**src/include/pxcs_pkg.sv**
```systemverilog
// package for the extended control and quick-poll status register slice
// assumes a 5-bit register number and 16-bit data from the management frame logic
package pxcs_pkg;
  localparam logic [4:0]  REG_PARTNER_NP    = 5'h08; // partner next-page ability
  localparam logic [4:0]  REG_RSVD_FIRST    = 5'h09; // reserved range start
  localparam logic [4:0]  REG_RSVD_LAST     = 5'h0F; // reserved range end
  localparam logic [4:0]  REG_EXT_CTRL      = 5'h10; // extended control
  localparam logic [4:0]  REG_QP_STATUS     = 5'h11; // quick-poll detailed status
  // extended control fields
  localparam int          EC_OVR_WE         = 15;
  localparam int          EC_ADDR_HI        = 10;
  localparam int          EC_ADDR_LO        = 6;
  localparam int          EC_CIPHER_TEST    = 5;
  localparam int          EC_NRZI_SEL       = 3;
  localparam int          EC_TX_INVALID     = 2;
  localparam int          EC_CIPHER_DIS     = 0;
  localparam logic        EC_NRZI_RESET     = 1'h1; // nrzi by default
  // quick-poll status fields
  localparam int          QP_RATE           = 15;
  localparam int          QP_DUPLEX         = 14;
  localparam int          QP_MON_HI         = 13;
  localparam int          QP_MON_LO         = 11;
  localparam int          NP_CODE_HI        = 3;
  localparam int          NP_CODE_LO        = 0;
  localparam logic        EC_CTRL_RESET     = 1'h0; // other control bits clear
  localparam logic [15:0] NP_CODE_MASK      = 16'h000F; // code bits of the next-page word
  localparam logic [15:0] EC_RSVD_MASK      = 16'h7812; // reserved bits of extended control
  localparam logic [15:0] QP_LOW_MASK       = 16'h07FF; // status bits kept outside this slice
  localparam logic [15:0] ZERO_WORD         = 16'h0000;
  localparam logic [3:0]  NP_CODE_RESET     = 4'h0;
  localparam logic [2:0]  MON_RESET         = 3'h0;
endpackage

```
**src/rtl/pxcs_regs.sv**
```systemverilog
// extended control and quick-poll detailed status registers of the phy
// assumes the management frame logic gives one-cycle read/write strobes on sys_clk
// Notes on behaviour
// - partner next-page code bits sit in bits 3..0, read-only, reset zero
// - registers nine to fifteen are reserved and have no function
// - extended control holds override enable, phy address, cipher test, nrzi, invalid, cipher off
// - quick-poll bit 15 reports rate: zero 10 Mbps, one 100 Mbps
// - quick-poll bit 14 reports duplex; one full, zero half
// - progress monitor bits two and one are latched read-only, reset zero
// - progress monitor bit zero is the low bit of that latched field
`timescale 1ns/10ps
module pxcs_regs
  import pxcs_pkg::*;
(
  input  wire logic        sys_clk,
  input  wire logic        rst_n,
  input  wire logic        reg_wr,
  input  wire logic        reg_rd,
  input  wire logic [4:0]  reg_addr,
  input  wire logic [15:0] reg_wdata,
  input  wire logic [4:0]  phy_addr,
  input  wire logic        np_valid,
  input  wire logic [3:0]  np_code,
  input  wire logic        rate_100,
  input  wire logic        full_duplex,
  input  wire logic        mon_valid,
  input  wire logic [2:0]  mon_code,
  input  wire logic        override_done,
  output logic [15:0]      reg_rdata,
  output logic             override_we,
  output logic             cipher_test,
  output logic             nrzi_sel,
  output logic             tx_invalid,
  output logic             cipher_dis
);

  logic [3:0]  np_bits;
  logic [2:0]  mon_bits;
  logic        rate_bit;
  logic        dpx_bit;
  logic [4:0]  addr_meta;
  logic [4:0]  addr_bits;
  logic [3:0]  next_np_bits;
  logic [2:0]  next_mon_bits;
  logic        next_override_we;
  logic        next_cipher_test;
  logic        next_nrzi_sel;
  logic        next_tx_invalid;
  logic        next_cipher_dis;
  logic [15:0] next_reg_rdata;
  logic        ec_write;

  assign ec_write = reg_wr && (reg_addr == REG_EXT_CTRL);

  // next state for control and captured status
  always_comb begin
    next_np_bits     = np_valid ? np_code : np_bits;
    next_mon_bits    = mon_valid ? mon_code : mon_bits;
    next_cipher_test = cipher_test;
    next_nrzi_sel    = nrzi_sel;
    next_tx_invalid  = tx_invalid;
    next_cipher_dis  = cipher_dis;
    next_override_we = override_done ? 1'h0 : override_we;
    if (ec_write) begin
      next_override_we = reg_wdata[EC_OVR_WE];
      next_cipher_test = reg_wdata[EC_CIPHER_TEST];
      next_nrzi_sel    = reg_wdata[EC_NRZI_SEL];
      next_tx_invalid  = reg_wdata[EC_TX_INVALID];
      next_cipher_dis  = reg_wdata[EC_CIPHER_DIS];
    end
  end

  // reserved register numbers, shared by the read mux and its check
  function automatic logic is_rsvd_reg(input logic [4:0] num);
    is_rsvd_reg = (num >= REG_RSVD_FIRST) && (num <= REG_RSVD_LAST);
  endfunction

  // read mux; reserved and unknown numbers read zero
  always_comb begin
    next_reg_rdata = reg_rdata;
    if (reg_rd) begin
      next_reg_rdata = ZERO_WORD;
      if (reg_addr == REG_PARTNER_NP) begin
        next_reg_rdata[NP_CODE_HI:NP_CODE_LO] = np_bits;
      end else if (is_rsvd_reg(reg_addr)) begin
        next_reg_rdata = ZERO_WORD;
      end else if (reg_addr == REG_EXT_CTRL) begin
        next_reg_rdata[EC_OVR_WE]              = override_we;
        next_reg_rdata[EC_ADDR_HI:EC_ADDR_LO]  = addr_bits;
        next_reg_rdata[EC_CIPHER_TEST]         = cipher_test;
        next_reg_rdata[EC_NRZI_SEL]            = nrzi_sel;
        next_reg_rdata[EC_TX_INVALID]          = tx_invalid;
        next_reg_rdata[EC_CIPHER_DIS]          = cipher_dis;
      end else if (reg_addr == REG_QP_STATUS) begin
        next_reg_rdata[QP_RATE]              = rate_bit;
        next_reg_rdata[QP_DUPLEX]            = dpx_bit;
        next_reg_rdata[QP_MON_HI:QP_MON_LO]  = mon_bits;
      end
    end
  end

  // register stage; address straps come from pins, are static, and pass two flops
  always_ff @(posedge sys_clk) begin
    rate_bit  <= rate_100;
    dpx_bit   <= full_duplex;
    addr_meta <= phy_addr;
    addr_bits <= addr_meta;
    if (!rst_n) begin
      np_bits     <= NP_CODE_RESET;
      mon_bits    <= MON_RESET;
      override_we <= EC_CTRL_RESET;
      cipher_test <= EC_CTRL_RESET;
      nrzi_sel    <= EC_NRZI_RESET;
      tx_invalid  <= EC_CTRL_RESET;
      cipher_dis  <= EC_CTRL_RESET;
      reg_rdata   <= ZERO_WORD;
    end else begin
      np_bits     <= next_np_bits;
      mon_bits    <= next_mon_bits;
      override_we <= next_override_we;
      cipher_test <= next_cipher_test;
      nrzi_sel    <= next_nrzi_sel;
      tx_invalid  <= next_tx_invalid;
      cipher_dis  <= next_cipher_dis;
      reg_rdata   <= next_reg_rdata;
    end
  end
endmodule

```
**config.mk**
```make
export PLATFORM = sky130hd
export DESIGN_NAME = pxcs_regs
export DESIGN_NICKNAME = d
export VERILOG_FILES = /design/src/include/pxcs_pkg.sv /design/src/rtl/pxcs_regs.sv
export SDC_FILE = /design/constraint.sdc
export NUM_CORES = 1
export LEC_CHECK = 0
export BUFFER_PORTS_ARGS = -buffer_cell sky130_fd_sc_hd__buf_2
export CELL_PAD_IN_SITES_DETAIL_PLACEMENT = 0
export CELL_PAD_IN_SITES_GLOBAL_PLACEMENT = 1
export CORE_UTILIZATION = 25
export CTS_CLUSTER_SIZE = 40
export DETAILED_ROUTE_END_ITERATION = 12
export PLACE_DENSITY = 0.64
export SKIP_CTS_REPAIR_TIMING = 1
export SYNTH_ARGS = -nofsm -noshare
export SYNTH_HDL_FRONTEND = slang
export SYNTH_SLANG_ARGS = --single-unit
```
**constraint.sdc**
```tcl
create_clock -name sys_clk -period 3.2 [get_ports sys_clk]
set_input_delay 0.8 -clock sys_clk [delete_from_list [all_inputs] [get_ports sys_clk]]
set_output_delay 0.8 -clock sys_clk [all_outputs]
set_load 0.005 [all_outputs]
```
==> out/metrics.yaml <==
run_status:
  status: "finished clean"
critical_path:
  reg2reg_to: "reg_rdata[3]"
  path_cells: "buf_2, nor4b_4, nand2_1, o21ai_1"
  critPathTopFamily: "simple AND/OR/NAND/NOR gates"
  critPathMaxFanout: 8
  critical_path_class: "input port to flip-flop"
  end_kind: "flip-flop"
  cp.required_ns: 3.42
  cp-start-kind: "input port"
  reg2reg_depth: 2
  path_buf_inv: 1
  crit_path_top_delay_cell: "nor4b_4"
  crit_arrival_ns: 1.84
  cpPeakStageDelay_ns: 0.54
  r2r_setup_slack_ns: 2.51
  reg2reg_from: "nrzi_sel"
cts:
  clock_path_buffers: 2
  clk_transition_reported_paths_ns: 0.07
  cts_buffers: 5
  clk-insertion-delay-late_ns: 0.28
  h-tree-depth: 2
  cts_tree: "built"
  clockRootBuffer: "clkbuf_8"
  clock_sinks: 39
sta:
  whs_ns: 0.329
  worst_pin_slew_ns: 0.535
  period_share_pct: 50.8
  hold_viol_final: 0
  fin_setup_tns_ns: 0
  max_slew_margin_pct: 64.3
  min_period_ns: 1.63
  rsz0062_at_grt: "no"
  clock_skew_ns: 0.00328
  max_freq_mhz: 615
  final-setup-viol-count: 0
  slew_violations: 0
route:
  totalWireLength_um: 3070
  vias: 1047
  drtIter0Drc: 21
  drtPass1Iterations: 5
  drc: 0
  ant_nets: 0
  wl_per_cell_um: 12.4
  viasPerCell: 4.24
layout:
  drive_gt1_share_pct: 35.0
  nets: 218
  fin_util_pct: 34.5
  area_growth_pct: 30.4
  layout_commonest_cell: "buf_2"
  layout_common_cells: "buf_2, dfxtp_1, nor2b_1, nand2_1, mux2i_1"
  antennaDiodeCount: 0
worst_hold_path:
  whs_path_depth: 0
  holdPathEnd: "addr_bits[3]"
  min-delay-start: "addr_meta[3]"
  hold_path.class: "flip-flop to flip-flop"
logic_synthesis:
  synth_seq_area_share_pct: 57.1
  syn_area_mm2: 0.00137
  ys_warn_count: 0
  synthSimpleGateAreaFrac_pct: 19.7
  async_flop_share_pct: 0
  synth_xor_area_share_pct: 0
  synth_top_family_by_area: "simple AND/OR/NAND/NOR gates"
  muxShareOfSynthArea_pct: 9.52
  synth.avg_cell_area_um2: 10.8
  netlist-cell-type-count: 24
  synth_cells: 127
  synth_adder_area_share_pct: 0
  synth_edf_count: 0
  synth-compound-area-share_pct: 9.70
  synth_nets: 169
  ys_ff_latch: 39
  synth-main-ff-cell: "dfxtp_1"
placement:
  place.gp.congestion: 0.683
  place_hpwl_um: 2180
  portBuffers: 50
floorplan:
  placeableCoreArea_mm2: 0.00517
  die_area_mm2: 0.00577
  io_pins: 63
  die_x_um: 76.0
  die_y_um: 76.0
  initial_core_util_pct: 26.4
  num_rows: 26
global_route:
  track_usage_pct: 11.4
  grt-ovfl-total: 0
  grtUsageMet1_pct: 14.9
  grt_pass1_vias: 1077
  grt_pass1_wl_um: 5140
  antenna_found_initial: 0
  globalRouteMet3Util_pct: 4.46
  grt_max_degree: 32
  globalRouteMet2Util_pct: 17.0
  busiest_layer: "met2"
power_and_ir_drop:
  p_leak_nw: 0.763
  power.density_mw_per_mm2: 550
  peakVddDrop_mv: 0.257
flow_run:
  drv_cap: 0
==> logic make-up after synthesis <==
group                  after synthesis
and+or+nand+nor                     46
DFF                                 39
AOI/OAI and AO/OA                   18
muxes                               13
buffers and inverters               10
other                                1
==> layout make-up <==
class | instances | area, µm²
clock buffers | 6 | 82.6
clock inverters | 2 | 35.0
fillers | 543 | 3390
inverters | 1 | 3.75
multi-input cells | 78 | 536
flip-flops and latches | 39 | 781
well taps | 70 | 87.6
repair buffers | 51 | 258
==> report_power, final <==
part / total (W) / internal [W] / switching [W]
Sequential: 0.000505 / 0.000499 / 0.00000527
Combinational: 0.0000593 / 0.0000292 / 0.0000301
Clock: 0.000416 / 0.000252 / 0.000164
==> how the worst max path moves through the flow <==
stage	slack, ns	to	depth (start not counted)	startpoint
final	1.57	reg_rdata[3]	4	reg_addr[0]
after detailed placement	1.24	nrzi_sel	4	reg_addr[4]
after global routing	1.48	reg_rdata[2]	4	reg_addr[0]
after CTS	1.54	nrzi_sel	4	reg_addr[4]
after global placement	1.27	reg_rdata[2]	4	reg_addr[0]
after floorplan	1.56	reg_rdata[0]	4	reg_addr[0]
==> synth_stat cells, types with 2 or more instances <==
library cell,n,area (µm²)
mux2i_1,13,130
buf_2,2,10.0
clkbuf_1,5,18.8
nand2_1,17,63.8
a32oi_1,6,52.6
o21ai_1,3,15.0
dfxtp_1,39,781
a21boi_0,4,30.0
nor2b_1,17,106
a22oi_1,3,22.5
nand4_1,5,31.3
==> registers in the layout (all words and copies together), names as in the netlist, 3 cells and up <==
register,flops
mon_bits,3
addr_bits,5
reg_rdata,15
np_bits,4
addr_meta,5
==> worst register-to-register path: stages, from the launching register on <==
cell and delay (ns):
dfxtp_1 0.34, a22oi_1 0.18, o21ai_1 0.07
==> stage by stage <==
step / power [W] / setup slack [ns] / std cells / instance area (µm²)
after CTS: 0.000998 / 1.54 / 247 / 1780
after detailed placement: 0.000577 / 1.24 / 239 / 1670
final: 0.000980 / 1.57 / 247 / 1780
after global routing: 0.00103 / 1.48 / 247 / 1780
after global placement: 0.000577 / 1.27 / 239 / 1670
after floorplan: 0.000548 / 1.56 / 127 / 1370
==> routing by layer <==
layer  up-vias  routed length (µm)
met5         -                   0
met4         0                  13
met3         2                 217
met2        39                1260
met1       467                1580
li1        539                   -
(Power assumes the default switching activity.)
